===== src/hdl/cwts_pkg.sv =====
/*
  Shared constants and types for the channel word transfer sequencer.
  Assumes a single 100 MHz clock domain and a host storage port that grants one cycle at a time.
*/
package cwts_pkg;

  // Data path geometry.
  localparam int CWTS_ADDR_W  = 15;
  localparam int CWTS_COUNT_W = 15;
  localparam int CWTS_WORD_W  = 36;
  localparam int CWTS_CHAR_W  = 6;
  localparam int CWTS_CHARS   = 6;
  localparam int CWTS_RING_W  = 3;

  // Assembly ring positions; the ring rests at the last slot.
  localparam logic [CWTS_RING_W-1:0] CWTS_RING_FIRST = 3'h1;
  localparam logic [CWTS_RING_W-1:0] CWTS_RING_LAST  = 3'h6;

  // Counter step and the zero count.
  localparam logic [CWTS_ADDR_W-1:0]  CWTS_ADDR_STEP  = 15'h0001;
  localparam logic [CWTS_COUNT_W-1:0] CWTS_COUNT_STEP = 15'h0001;
  localparam logic [CWTS_COUNT_W-1:0] CWTS_COUNT_ZERO = 15'h0000;

  // Command codes presented with a command start.
  typedef enum logic [2:0] {
    CMD_STORAGE_COPY      = 3'h0,
    CMD_CONTROL_ORDER     = 3'h1,
    CMD_CONTROL_THEN_WRITE = 3'h2,
    CMD_CONTROL_THEN_READ = 3'h3,
    CMD_SENSE             = 3'h4,
    CMD_COPY_PROCEED      = 3'h5,
    CMD_COPY_DISCONNECT   = 3'h6,
    CMD_NONE              = 3'h7
  } cwts_cmd_t;

  // Sequencer states, one-hot.
  typedef enum logic [5:0] {
    ST_IDLE          = 6'h01,
    ST_COMMAND_CYCLE = 6'h02,
    ST_DATA_WORD     = 6'h04,
    ST_ADDR_STEP     = 6'h08,
    ST_COMMAND_FETCH = 6'h10,
    ST_STREAM        = 6'h20
  } cwts_state_t;

endpackage : cwts_pkg


===== src/hdl/cwts_sequencer.sv =====
/*
  Channel word transfer sequencer: storage-to-storage copy alternation, output word buffering with
  demand-sync hand-over to the assembly register, input word assembly, and a two-entry character buffer.
  Assumes all inputs are synchronous to mclk_i, storage read data valid the cycle after a grant,
  and a grant pulse standing for both priority and storage time.
*/
`timescale 1ns/100ps

// Summary of operation
// - Even copy cycle, nonzero count: write, fetch word.
// - Even copy cycle, zero count: fetch next command.
// - Odd copy cycle: read status, store via address.
// - Even data cycle loads buffer, steps command counter.
// - Odd data cycle stores buffer, counts word down.
// - Write status means out of storage; read into.
// - Output word goes buffer, assembly, characters out.
// - Input characters fill assembly, then move to buffer.
// - Each service request answered by service response.
// - Control orders write and hold till end; copies write only after control-write.
// - Control-write then copy sets sticky write trigger.
// - Loaded flag tracks unconsumed buffer word.
// - Unloaded and nonzero count requests a storage cycle.
// - Clear buffer, sample bus, set loaded, step counters.
// - No new request until word reaches assembly.
// - Demand-sync from write start, then ring six.
// - Demand-sync copies buffer, clears loaded, requests again.
// - Buffer kept until next data storage cycle start.
// - Repeat fetch and hand-over until end.
// - Write start moves ring six to one.
// - Zero initial copy count skips the command.
module cwts_sequencer
  import cwts_pkg::*;
(
  input  wire logic                    mclk_i,             // System clock, 100 MHz.
  input  wire logic                    rst_i,              // Asynchronous reset, active high.
  input  wire logic                    cmd_start_i,        // One-cycle pulse: start the command below.
  input  wire cwts_cmd_t               cmd_kind_i,         // Command code.
  input  wire logic [CWTS_ADDR_W-1:0]  cmd_counter_i,      // Command counter load value.
  input  wire logic [CWTS_ADDR_W-1:0]  cmd_address_i,      // Address counter load value.
  input  wire logic [CWTS_COUNT_W-1:0] cmd_count_i,        // Word counter load value.
  input  wire logic                    end_i,              // One-cycle pulse: normal or abnormal end.
  input  wire logic                    stg_grant_i,        // Priority and storage time granted.
  input  wire logic [CWTS_WORD_W-1:0]  stg_rdata_i,        // Storage bus read data.
  input  wire logic                    write_start_i,      // Write start pulse for the first word.
  input  wire logic                    disconnect_i,       // Level: no further demand-sync.
  input  wire logic                    service_request_i,  // Adapter service request level.
  input  wire logic [CWTS_CHAR_W-1:0]  char_in_i,          // Incoming character.
  input  wire logic                    char_ready_i,       // Character consumer ready.
  output logic                         stg_req_o,          // Storage cycle request.
  output logic                         stg_fetch_o,        // Request is a command fetch.
  output logic                         stg_we_o,           // One-cycle store strobe.
  output logic [CWTS_WORD_W-1:0]       stg_wdata_o,        // Store data.
  output logic [CWTS_ADDR_W-1:0]       mem_addr_o,         // Memory address latch.
  output logic                         write_status_o,     // Data moving out of storage.
  output logic                         read_status_o,      // Data moving into storage.
  output logic                         loaded_o,           // Word buffer holds an unconsumed word.
  output logic [CWTS_COUNT_W-1:0]      word_count_o,       // Word counter.
  output logic [CWTS_RING_W-1:0]       ring_o,             // Assembly ring position.
  output logic [CWTS_WORD_W-1:0]       assembly_o,         // Assembly register.
  output logic                         service_response_o, // One-cycle service response.
  output logic [CWTS_CHAR_W-1:0]       char_o,             // Outgoing character.
  output logic                         char_valid_o,       // Outgoing character valid.
  output logic                         cmd_done_o          // One-cycle pulse: command finished.
);

  typedef struct packed {
    cwts_state_t               state;
    logic                      alternate;
    logic                      write_status;
    logic                      read_status;
    logic                      control_gate;
    logic                      write_trigger;
    logic                      control_write_seen;
    logic                      req;
    logic                      fetch;
    logic                      we;
    logic                      phase;
    logic [CWTS_ADDR_W-1:0]    command_counter;
    logic [CWTS_ADDR_W-1:0]    address_counter;
    logic [CWTS_COUNT_W-1:0]   word_counter;
    logic [CWTS_ADDR_W-1:0]    memory_address_latch;
    logic [CWTS_WORD_W-1:0]    word_buffer;
    logic [CWTS_WORD_W-1:0]    assembly;
    logic                      loaded;
    logic [CWTS_RING_W-1:0]    ring;
    logic                      request_seen;
    logic                      pending;
    logic                      response;
    logic [CWTS_CHAR_W-1:0]    head;
    logic [CWTS_CHAR_W-1:0]    tail;
    logic                      head_valid;
    logic                      tail_valid;
    logic                      done;
  } cwts_reg_t;

  cwts_reg_t s;
  cwts_reg_t next_s;

  // Next-state logic for the whole sequencer.
  always_comb begin
    logic [CWTS_RING_W-1:0] pos;
    logic [CWTS_CHAR_W-1:0] outc;
    pos    = s.ring;
    outc   = '0;
    next_s = s;
    next_s.response = 1'b0;
    next_s.done     = 1'b0;
    next_s.we       = 1'b0;

    // The consumer drains the buffer head; the tail shifts forward.
    if (s.head_valid && char_ready_i) begin
      next_s.head       = s.tail;
      next_s.head_valid = s.tail_valid;
      next_s.tail_valid = 1'b0;
    end

    // A rising service request is held until the buffer has room.
    if (service_request_i && !s.request_seen) begin
      next_s.pending = 1'b1;
    end
    next_s.request_seen = service_request_i;

    case (s.state)
      ST_IDLE: begin
        if (cmd_start_i) begin
          next_s.command_counter = cmd_counter_i;
          next_s.address_counter = cmd_address_i;
          next_s.word_counter    = cmd_count_i;
          next_s.alternate       = 1'b0;
          next_s.loaded          = 1'b0;
          next_s.ring            = CWTS_RING_LAST;
          case (cmd_kind_i)
            CMD_STORAGE_COPY: begin
              if (cmd_count_i == CWTS_COUNT_ZERO) begin
                next_s.req                  = 1'b1;
                next_s.fetch                = 1'b1;
                next_s.memory_address_latch = cmd_counter_i;
                next_s.state                = ST_COMMAND_FETCH;
              end else begin
                next_s.state = ST_COMMAND_CYCLE;
              end
            end
            CMD_CONTROL_ORDER, CMD_CONTROL_THEN_WRITE, CMD_CONTROL_THEN_READ: begin
              next_s.control_gate       = 1'b1;
              next_s.write_status       = 1'b1;
              next_s.read_status        = 1'b0;
              next_s.control_write_seen = (cmd_kind_i == CMD_CONTROL_THEN_WRITE);
              next_s.state              = ST_STREAM;
            end
            CMD_SENSE: begin
              next_s.write_status = 1'b0;
              next_s.read_status  = 1'b1;
              next_s.state        = ST_STREAM;
            end
            CMD_COPY_PROCEED, CMD_COPY_DISCONNECT: begin
              if (s.control_write_seen) begin
                next_s.write_trigger = 1'b1;
                next_s.write_status  = 1'b1;
                next_s.read_status   = 1'b0;
              end
              next_s.state = ST_STREAM;
            end
            default: begin
              next_s.state = ST_IDLE;
            end
          endcase
        end
      end
      ST_COMMAND_CYCLE: begin
        if (!s.alternate) begin
          if (s.word_counter != CWTS_COUNT_ZERO) begin
            next_s.alternate            = 1'b1;
            next_s.write_status         = 1'b1;
            next_s.read_status          = 1'b0;
            next_s.req                  = 1'b1;
            next_s.fetch                = 1'b0;
            next_s.memory_address_latch = s.command_counter;
            next_s.state                = ST_DATA_WORD;
          end else begin
            next_s.req                  = 1'b1;
            next_s.fetch                = 1'b1;
            next_s.memory_address_latch = s.command_counter;
            next_s.state                = ST_COMMAND_FETCH;
          end
        end else begin
          next_s.alternate            = 1'b0;
          next_s.write_status         = 1'b0;
          next_s.read_status          = 1'b1;
          next_s.req                  = 1'b1;
          next_s.fetch                = 1'b0;
          next_s.memory_address_latch = s.address_counter;
          next_s.state                = ST_DATA_WORD;
        end
      end
      ST_DATA_WORD: begin
        if (s.phase) begin
          next_s.word_buffer     = stg_rdata_i;
          next_s.command_counter = s.command_counter + CWTS_ADDR_STEP;
          next_s.phase           = 1'b0;
          next_s.state           = ST_COMMAND_CYCLE;
        end else if (s.req && stg_grant_i) begin
          next_s.req = 1'b0;
          if (s.alternate) begin
            next_s.word_buffer = '0;
            next_s.phase       = 1'b1;
          end else begin
            next_s.we           = 1'b1;
            next_s.word_counter = s.word_counter - CWTS_COUNT_STEP;
            next_s.state        = ST_ADDR_STEP;
          end
        end
      end
      ST_ADDR_STEP: begin
        next_s.address_counter = s.address_counter + CWTS_ADDR_STEP;
        next_s.state           = ST_COMMAND_CYCLE;
      end
      ST_COMMAND_FETCH: begin
        if (s.req && stg_grant_i) begin
          next_s.req          = 1'b0;
          next_s.fetch        = 1'b0;
          next_s.write_status = 1'b0;
          next_s.read_status  = 1'b0;
          next_s.done         = 1'b1;
          next_s.state        = ST_IDLE;
        end
      end
      ST_STREAM: begin
        if (s.write_status) begin
          // Output fetch: request whenever the buffer is empty and words remain.
          if (s.phase) begin
            next_s.word_buffer     = stg_rdata_i;
            next_s.loaded          = 1'b1;
            next_s.word_counter    = s.word_counter - CWTS_COUNT_STEP;
            next_s.address_counter = s.address_counter + CWTS_ADDR_STEP;
            next_s.phase           = 1'b0;
          end else if (s.req && stg_grant_i) begin
            next_s.req         = 1'b0;
            next_s.word_buffer = '0;
            next_s.phase       = 1'b1;
          end else if (!s.loaded && !s.req && s.word_counter != CWTS_COUNT_ZERO) begin
            next_s.req                  = 1'b1;
            next_s.fetch                = 1'b0;
            next_s.memory_address_latch = s.address_counter;
          end
          if (write_start_i && s.ring == CWTS_RING_LAST) begin
            next_s.ring     = CWTS_RING_FIRST;
            next_s.assembly = s.word_buffer;
            next_s.loaded   = 1'b0;
          end else if (s.pending && !next_s.tail_valid) begin
            outc            = s.assembly[(CWTS_CHARS - int'(s.ring)) * CWTS_CHAR_W +: CWTS_CHAR_W];
            next_s.pending  = service_request_i && !s.request_seen; // A new edge wins over the clear.
            next_s.response = 1'b1;
            if (s.ring == CWTS_RING_LAST) begin
              if (s.loaded && !disconnect_i) begin
                next_s.assembly = s.word_buffer;
                next_s.loaded   = 1'b0;
                next_s.ring     = CWTS_RING_FIRST;
              end
            end else begin
              next_s.ring = s.ring + CWTS_RING_FIRST;
            end
            if (!next_s.head_valid) begin
              next_s.head       = outc;
              next_s.head_valid = 1'b1;
            end else begin
              next_s.tail       = outc;
              next_s.tail_valid = 1'b1;
            end
          end
        end else if (s.read_status) begin
          // Input: store the assembled word when storage is granted.
          if (s.req && stg_grant_i) begin
            next_s.req             = 1'b0;
            next_s.we              = 1'b1;
            next_s.loaded          = 1'b0;
            next_s.address_counter = s.address_counter + CWTS_ADDR_STEP;
          end
          if (s.pending) begin
            pos             = (s.ring == CWTS_RING_LAST) ? CWTS_RING_FIRST : s.ring + CWTS_RING_FIRST;
            next_s.assembly[(CWTS_CHARS - int'(pos)) * CWTS_CHAR_W +: CWTS_CHAR_W] = char_in_i;
            next_s.ring     = pos;
            next_s.pending  = service_request_i && !s.request_seen; // A new edge wins over the clear.
            next_s.response = 1'b1;
            if (pos == CWTS_RING_LAST && !s.loaded) begin
              next_s.word_buffer          = next_s.assembly;
              next_s.loaded               = 1'b1;
              next_s.req                  = 1'b1;
              next_s.fetch                = 1'b0;
              next_s.memory_address_latch = s.address_counter;
            end
          end
        end
      end
      default: begin
        next_s.state = ST_IDLE;
      end
    endcase

    // An end during streaming releases every status and returns to rest.
    if (end_i && s.state == ST_STREAM) begin
      next_s.write_status       = 1'b0;
      next_s.read_status        = 1'b0;
      next_s.control_gate       = 1'b0;
      next_s.write_trigger      = 1'b0;
      next_s.control_write_seen = next_s.control_write_seen && s.control_gate;
      next_s.req                = 1'b0;
      next_s.phase              = 1'b0;
      next_s.done               = 1'b1;
      next_s.state              = ST_IDLE;
    end
  end

  // State register.
  always_ff @(posedge mclk_i or posedge rst_i) begin
    if (rst_i) begin
      s       <= '0;
      s.state <= ST_IDLE;
      s.ring  <= CWTS_RING_LAST;
    end else begin
      s <= next_s;
    end
  end

  // Outputs taken straight from the state register.
  assign stg_req_o          = s.req;
  assign stg_fetch_o        = s.fetch;
  assign stg_we_o           = s.we;
  assign stg_wdata_o        = s.word_buffer;
  assign mem_addr_o         = s.memory_address_latch;
  assign write_status_o     = s.write_status;
  assign read_status_o      = s.read_status;
  assign loaded_o           = s.loaded;
  assign word_count_o       = s.word_counter;
  assign ring_o             = s.ring;
  assign assembly_o         = s.assembly;
  assign service_response_o = s.response;
  assign char_o             = s.head;
  assign char_valid_o       = s.head_valid;
  assign cmd_done_o         = s.done;

endmodule // cwts_sequencer


===== config.mk =====
export PLATFORM = sky130hd
export DESIGN_NAME = cwts_sequencer
export DESIGN_NICKNAME = d
export VERILOG_FILES = /design/src/hdl/cwts_pkg.sv /design/src/hdl/cwts_sequencer.sv
export SDC_FILE = /design/constraint.sdc
export NUM_CORES = 1
export LEC_CHECK = 0
export BUFFER_PORTS_ARGS = -buffer_cell sky130_fd_sc_hd__buf_2
export CAP_MARGIN = 20
export CORE_MARGIN = 2
export CORE_UTILIZATION = 35
export CTS_CLUSTER_SIZE = 12
export DETAILED_ROUTE_END_ITERATION = 7
export GPL_ROUTABILITY_DRIVEN = 0
export PLACE_DENSITY_LB_ADDON = 0.1
export SKIP_CTS_REPAIR_TIMING = 1
export SYNTH_ARGS = -nofsm -noshare
export SYNTH_HDL_FRONTEND = slang
export SYNTH_SLANG_ARGS = --single-unit

===== constraint.sdc =====
create_clock -name mclk_i -period 5.55 [get_ports mclk_i]
set_input_delay 0.2775 -clock mclk_i [delete_from_list [all_inputs] [get_ports mclk_i]]
set_output_delay 0.2775 -clock mclk_i [all_outputs]
set_load 0.005 [all_outputs]

# == Word level (Yosys, flattened, before mapping) ==
# Cells that the tools add are included.
# op_classes
muxes,107
shift,3
n_reduce_logical,54
addsub,7
order_cmp,0
n_eq_ne,55
bitwise_logic,1
n_div,0
n_mul,2
# op_table
op,n
2-to-1 mux 91 bit,3
2-to-1 mux 15 bit,14
2-to-1 mux 36 bit,5
case mux 15 bit (3 select lines),3
2-to-1 mux 40 bit,3
case mux 36 bit (2 select lines),1
2-to-1 mux 60 bit,1
2-to-1 mux 6 bit,9
2-to-1 mux 51 bit,1
2-to-1 mux 16 bit,3
inequality test 3 bit (second input constant),14
2-to-1 mux 37 bit,1
bitwise mux 36 bit,1
case mux 6 bit (6 select lines),1
variable shift 6 x 33 -> 36 bit (first input constant),1
variable part select 36 x 8 -> 6 bit,1
variable part select 6 x 33 -> 36 bit,1
negator 8 -> 33 bit,1
adder 15 x 1 -> 15 bit (second input constant),2
2-to-1 mux 2 bit,15
2-to-1 mux 30 bit,1
case mux 15 bit (2 select lines),1
2-to-1 mux 14 bit,2
2-to-1 mux 1 bit,25
54 further kinds,119
# totals
mem_count,0
word_cells,255
reg_bits,169
ram_bits,0
latchBits,0
output_inout_bits,120
mem_bits_ro,0

# == Depth between registers and ports, before layout ==
# depth
depth_word,12
depth_mapped,21
mapped_depth_nobuf,15

# == Least setup slack after synthesis ==
# No wires, ideal clock.
# synth_timing
path_type,register -> register
startpoint,register s (netlist bit ring_o[0])
endpoint,register s (netlist bit stg_wdata_o[13])
t_required_ns,5.423
setup_ns,0.127
synth_period_minus_slack_ns,4.823
stages_incl_launch_ff,22
arrival_time_ns,4.696
setup_slack_ns,0.727
path_cell_list,dfrtp_1 -> buf_2 -> buf_2 -> inv_1 -> ha_1 -> buf_2 -> a21boi_2 -> inv_2 -> ha_1 -> clkbuf_1 -> clkinv_1 -> ha_1 -> ha_1 -> o21bai_1 -> o2bb2ai_1 -> nor2_1 -> clkbuf_1 -> clkbuf_1 -> nand4_1 -> mux2i_1 -> a221oi_1 -> nor2_1
# synth_via
elab_chain_cells,12
elab_cells_between_ends,18
cone_classes,3 x add/sub; 1 x mul; 3 x eq/ne; 2 x shift; 7 x mux; 2 x reduce/logical
# synth_rtl
item,line,source
"start, declared",cwts_sequencer.sv:96,cwts_reg_t s;
"start signal, assigned",cwts_sequencer.sv:320,s <= next_s;
adder 3 x 1 -> 3 bit / == test 3 bit (equally long branches),cwts_sequencer.sv:279,pos = (s.ring == CWTS_RING_LAST) ? CWTS_RING_FIRST : s.ring + CWTS_RING_FIRST;
2-to-1 mux 3 bit *,cwts_sequencer.sv:279,
subtractor 3 x 3 -> 4 bit,cwts_sequencer.sv:280,next_s.assembly[(CWTS_CHARS - int'(pos)) * CWTS_CHAR_W +: CWTS_CHAR_W] = char_in_i;
multiplier 4 x 3 -> 7 bit,cwts_sequencer.sv:280,
negator 8 -> 33 bit,cwts_sequencer.sv:280,
variable part select 6 x 33 -> 36 bit / variable shift 6 x 33 -> 36 bit (equally long branches),cwts_sequencer.sv:280,
bitwise mux 36 bit,cwts_sequencer.sv:280,
2-to-1 mux 51 bit,cwts_sequencer.sv:284,if (pos == CWTS_RING_LAST && !s.loaded) begin
2-to-1 mux 91 bit,cwts_sequencer.sv:278,if (s.pending) begin
2-to-1 mux 91 bit,cwts_sequencer.sv:270,end else if (s.read_status) begin
2-to-1 mux 91 bit,cwts_sequencer.sv:228,if (s.write_status) begin
case mux 36 bit (2 select lines),cwts_sequencer.sv:123,case (s.state)
# Mark *: on every way between the ends. The rest lies on a longest branch, timed or not. The select of a mux whose other input is x is not followed.
# A chain may end at the register's enable or synchronous reset.

# == Worst setup path in the final report ==
# layout_timing
startpoint,register s (netlist bit ring_o[0])
endpoint,register s (netlist bit assembly_o[10])
# layout_via
elab_chain_cells,10
elab_cells_between_ends,18
cone_classes,3 x add/sub; 1 x mul; 4 x eq/ne; 2 x shift; 6 x mux; 2 x reduce/logical
# layout_rtl
item,line
adder 3 x 1 -> 3 bit / == test 3 bit (equally long branches),"cwts_sequencer.sv:279, cwts_sequencer.sv:245, cwts_sequencer.sv:253"
2-to-1 mux 3 bit,cwts_sequencer.sv:279
subtractor 3 x 3 -> 4 bit,cwts_sequencer.sv:280
multiplier 4 x 3 -> 7 bit,cwts_sequencer.sv:280
negator 8 -> 33 bit,cwts_sequencer.sv:280
variable part select 6 x 33 -> 36 bit / variable shift 6 x 33 -> 36 bit (equally long branches),cwts_sequencer.sv:280
bitwise mux 36 bit,cwts_sequencer.sv:280
2-to-1 mux 91 bit,cwts_sequencer.sv:278
2-to-1 mux 91 bit,cwts_sequencer.sv:270
2-to-1 mux 91 bit,cwts_sequencer.sv:228
# Several ways; a longest one is shown, not always the timed one. The select of a mux whose other input is x is not followed.

==> flow_summary.html <==
<table>
<tr><th>Metric</th><th>Value</th></tr>
<tr><th colspan="2">Run status</th></tr>
<tr><td>Run status</td><td>finished with violations</td></tr>
<tr><td>Failing checks</td><td>negative hold slack</td></tr>
<tr><th colspan="2">Critical path</th></tr>
<tr><td>Critical path launch point type</td><td>register</td></tr>
<tr><td>Critical setup path kind</td><td>register to register</td></tr>
<tr><td>Maximum fanout along the worst path</td><td>16</td></tr>
<tr><td>Critical Path Sink Type</td><td>register</td></tr>
<tr><td>Max incr delay on CP</td><td>510 ps</td></tr>
<tr><td>Data arrival at the endpoint of the critical path</td><td>5220 ps</td></tr>
<tr><td>Req. time, crit path</td><td>5860 ps</td></tr>
<tr><td>Cell repeated most along the worst path</td><td>sky130_fd_sc_hd__ha_1</td></tr>
<tr><td>Cell Chain, Critical Path</td><td>inv_1 &gt; ha_2 &gt; mux2_2 &gt; ha_1 &gt; clkinv_1 &gt; ha_1 &gt; ha_1 &gt; o21bai_1 &gt; o2bb2ai_1 &gt; or2_1 &gt; nor3_1 &gt; o21ai_0 &gt; mux2i_1 &gt; o21ai_0</td></tr>
<tr><td>CP top delay family</td><td>adder cells</td></tr>
<tr><td>Critical-path top delay cell</td><td>sky130_fd_sc_hd__dfrtp_2</td></tr>
<tr><td>Worst Path Buf+Inv</td><td>2</td></tr>
<tr><th colspan="2">Timing</th></tr>
<tr><td>Number of hold violations in the final report</td><td>13</td></tr>
<tr><td>Minimum setup slack in the final design</td><td>642.0 ps</td></tr>
<tr><td>Tightest slew margin relative to the limit</td><td>27.17%</td></tr>
<tr><td>Final worst-path cycle share</td><td>88.43%</td></tr>
<tr><td>Fin Hold WS</td><td>-31.91 ps</td></tr>
<tr><td>Top achievable clock speed</td><td>203.8 MHz</td></tr>
<tr><td>Setup-violating endpoint count in the final report</td><td>0</td></tr>
<tr><td>Summed negative setup slack over all endpoints</td><td>0 ps</td></tr>
<tr><td>Max-slew violation total from the final report</td><td>0</td></tr>
<tr><td>Minimum clock period after layout</td><td>4908 ps</td></tr>
<tr><td>Clk_skew</td><td>9.974 ps</td></tr>
<tr><td>Unrepaired setup endpoints after global routing</td><td>no</td></tr>
<tr><td>Transition time of the tightest slew-check pin</td><td>1087 ps</td></tr>
<tr><th colspan="2">Power and ir drop</th></tr>
<tr><td>Total leakage power</td><td>0.005946 µW</td></tr>
<tr><td>Worst VDD drop</td><td>0.3587 mV</td></tr>
<tr><td>Total power per unit cell area</td><td>706.4 nW/µm²</td></tr>
<tr><th colspan="2">Drt</th></tr>
<tr><td>Residual DRC count</td><td>0</td></tr>
<tr><td>Per-cell via count in the routed design</td><td>5.898</td></tr>
<tr><td>Count of antenna-violating nets left after detailed routing</td><td>0</td></tr>
<tr><td>Total via count in the routed design</td><td>11.95k</td></tr>
<tr><td>Wire length after detailed routing</td><td>between 40000 and 50000 µm</td></tr>
<tr><td>Detailed-router iteration count before antenna repair</td><td>7</td></tr>
<tr><td>Drt initial violations</td><td>1271</td></tr>
<tr><td>Routed len/inst</td><td>22.35 µm</td></tr>
<tr><th colspan="2">Synthesis</th></tr>
<tr><td>Yosys top cell by area</td><td>sky130_fd_sc_hd__dfrtp_1</td></tr>
<tr><td>Seq cells post-synth</td><td>169</td></tr>
<tr><td>Multiplexer fraction of the synthesized cell area</td><td>under 10%</td></tr>
<tr><td>Post-synth top flop</td><td>sky130_fd_sc_hd__dfrtp_1</td></tr>
<tr><td>Cell variety after synth</td><td>89</td></tr>
<tr><td>Dominant combinational cell family by area after synthesis</td><td>compound AO/OA/AOI/OAI gates</td></tr>
<tr><td>Synthesized-area fraction occupied by and/or/nand/nor cells</td><td>between 20% and 30%</td></tr>
<tr><td>Fraction of registers with async set/reset</td><td>100.0%</td></tr>
<tr><td>Cell with the most instances after synthesis</td><td>sky130_fd_sc_hd__dfrtp_1</td></tr>
<tr><td>Synth Warn #</td><td>0</td></tr>
<tr><td>EDFF count, synth</td><td>0</td></tr>
<tr><td>Syn Area/Cell</td><td>8.232 µm²</td></tr>
<tr><td>Adder-cell area share of the yosys netlist</td><td>1.934%</td></tr>
<tr><td>Synth Area in Compound Gates</td><td>approximately 22%</td></tr>
<tr><td>Dominant cells by area after synthesis</td><td>sky130_fd_sc_hd__dfrtp_1 34%, sky130_fd_sc_hd__buf_4 6.9%, sky130_fd_sc_hd__a21oi_1 5.5%</td></tr>
<tr><td>Number of nets produced by synthesis</td><td>about 1.6k</td></tr>
<tr><td>Synthesized area</td><td>12290 µm²</td></tr>
<tr><td>Leading cell types by count after synthesis</td><td>166 x sky130_fd_sc_hd__dfrtp_1, 158 x sky130_fd_sc_hd__nand2_1, 134 x sky130_fd_sc_hd__a21oi_1</td></tr>
<tr><td>Synthesized-area fraction occupied by xor and xnor cells</td><td>0.7126%</td></tr>
<tr><td>Synth top area share</td><td>33.80%</td></tr>
<tr><td>Post-synthesis sequential area ratio</td><td>34.44%</td></tr>
<tr><td>Number of cells produced by synthesis</td><td>1493</td></tr>
<tr><th colspan="2">Global route</th></tr>
<tr><td>Global-route wire length before repair</td><td>between 60000 and 70000 µm</td></tr>
<tr><td>Pin count of the biggest net entering global routing</td><td>slightly above 80</td></tr>
<tr><td>Remaining Overflow, GRT</td><td>0</td></tr>
<tr><td>Via count of the first global-routing pass</td><td>11.09k</td></tr>
<tr><td>GRT Total Usage</td><td>24.72%</td></tr>
<tr><td>Antenna violations before repair</td><td>5</td></tr>
<tr><th colspan="2">Min path</th></tr>
<tr><td>Worst Hold Class</td><td>input pin to asynchronous set/reset pin</td></tr>
<tr><th colspan="2">Final layout</th></tr>
<tr><td>Layout cell share with drive strength beyond 1</td><td>~22%</td></tr>
<tr><td>Fill cell count</td><td>3636</td></tr>
<tr><td>Final Core Density</td><td>39.20%</td></tr>
<tr><td>Area added between synthesis and finish</td><td>10.17%</td></tr>
<tr><td>Count of nets after finishing</td><td>1671</td></tr>
<tr><th colspan="2">Floorplanning</th></tr>
<tr><td>Die H</td><td>191.4 µm</td></tr>
<tr><td>DIE WIDTH</td><td>191.4 µm</td></tr>
<tr><td>Initial Utilization</td><td>35.58%</td></tr>
<tr><td>Standard-cell rows</td><td>68</td></tr>
<tr><td>Number of top-level pins</td><td>219</td></tr>
<tr><td>Area of the placeable core</td><td>34540 µm²</td></tr>
<tr><td>Overall die area</td><td>36630 µm²</td></tr>
<tr><th colspan="2">Clock network</th></tr>
<tr><td>Clk buf depth</td><td>2</td></tr>
<tr><td>Max H-tree Level</td><td>4</td></tr>
<tr><td>Worst-skew pair later-pin latency</td><td>450 ps</td></tr>
<tr><td>Reg clk slew, reported paths</td><td>60 ps</td></tr>
<tr><td>Number of buffers created by CTS</td><td>17</td></tr>
<tr><td>Num Clock Sinks</td><td>169</td></tr>
<tr><td>Library cell used as clock root buffer</td><td>sky130_fd_sc_hd__clkbuf_16</td></tr>
<tr><td>TritonCTS clock tree</td><td>built</td></tr>
<tr><th colspan="2">Placed design</th></tr>
<tr><td>IO Port Bufs</td><td>218</td></tr>
<tr><td>Post-placement worst setup slack</td><td>708.7 ps</td></tr>
<tr><td>Total half-perimeter wirelength after legalization and detailed placement</td><td>33140 µm</td></tr>
<tr><th colspan="2">Job</th></tr>
<tr><td>Total of max-cap violations</td><td>0</td></tr>
</table>
-- layout by cell type, fill, tap and decap left out, drive strengths merged, types with 11 or more instances in the layout --
cell    instances
a221oi         11
nand2         158
o22ai          26
buf           248
and3           32
ha             15
o21ai         109
clkbuf         18
a21oi         136
nand2b         11
mux2i          58
a222oi         15
a31oi          15
dfrtp         166
nor4           13
nor2          115
o211ai         20
nor3           39
inv            34
nand4          14
mux4           11
nand3          99
or3            15
-- stage by stage --
stage | power [µW] | cells | area (µm²)
floorplan | 6720 | 1493 | 12290
global placement | 8290 | 1987 | 12940
detailed placement | 8324 | 1989 | 12960
CTS | 9533 | 2021 | 13520
global route | 10320 | 2025 | 13540
finish | 9566 | 2026 | 13540
-- layout make-up --
| type | count | area (µm²) | area share (%) |
|---|---|---|---|
| tap | 455 | 569.3 | 4.204 |
| sequential | 169 | 4234 | 31.27 |
| clock inverter | 15 | 127.6 | 0.9425 |
| clock buffer | 17 | 425.4 | 3.142 |
| timing repair buffer | 250 | 1338 | 9.878 |
| multi-input combinational | 1083 | 6706 | 49.53 |
| antenna | 3 | 7.507 | 0.05544 |
| inverter | 34 | 132.6 | 0.9795 |
-- report_power, final --
group	switching [µW]	internal (µW)	total, µW	leakage [µW]
logic	3640	2250	5890	0.00356
clock network	550	617	1170	0.000262
registers	771	1740	2510	0.00212
total	4960	4600	9570	0.00595
-- path summary, 6_finish.rpt --
check,startpoint,endpoint,slack [ps],depth (start not counted)
setup / recovery,ring_o[0],assembly_o[10],640,14
hold / removal,rst_i,char_o[5],-30,2
setup reg to reg,ring_o[0],assembly_o[10],640,14
hold reg to reg,s[17],s[16],440,1
max in group asynchronous,rst_i,assembly_o[13],4360,3
min in group mclk_i,cmd_address_i[0],s[124],50,3
-- routing by layer --
| metal | up-vias | wire, µm | part of all wire (%) | global-route usage, % |
|---|---|---|---|---|
| li1 | 5520 | - | - | - |
| met1 | 5872 | 20890 | 46 | 36.33 |
| met2 | 510 | 19910 | 44 | 36.61 |
| met3 | 42 | 3751 | 8.3 | 4.957 |
| met4 | 6 | 703 | 1.6 | 6.686 |
| met5 | - | 33 | 0.073 | 0 |
-- logic make-up (layout without fill, tap and decap cells) --
family | count (synthesis) | after routing
and+or+nand+nor | 546 | 546
xor gates and xnor gates | 10 | 10
buffers and inverters | 241 | 316
AOI/OAI and AO/OA | 431 | 431
muxes | 78 | 78
DFF | 169 | 169
adders and majority gates | 18 | 18
other | 0 | 3
-- registers in the layout (all words and copies together), names as in the netlist --
name,cells
cmd_done_o,1
word_count_o,15
stg_we_o,1
s,49
stg_wdata_o,36
ring_o,3
char_o,6
service_response_o,1
write_status_o,1
mem_addr_o,15
char_valid_o,1
read_status_o,1
stg_req_o,1
loaded_o,1
stg_fetch_o,1
assembly_o,36
Power figures use the tool's default switching activity.
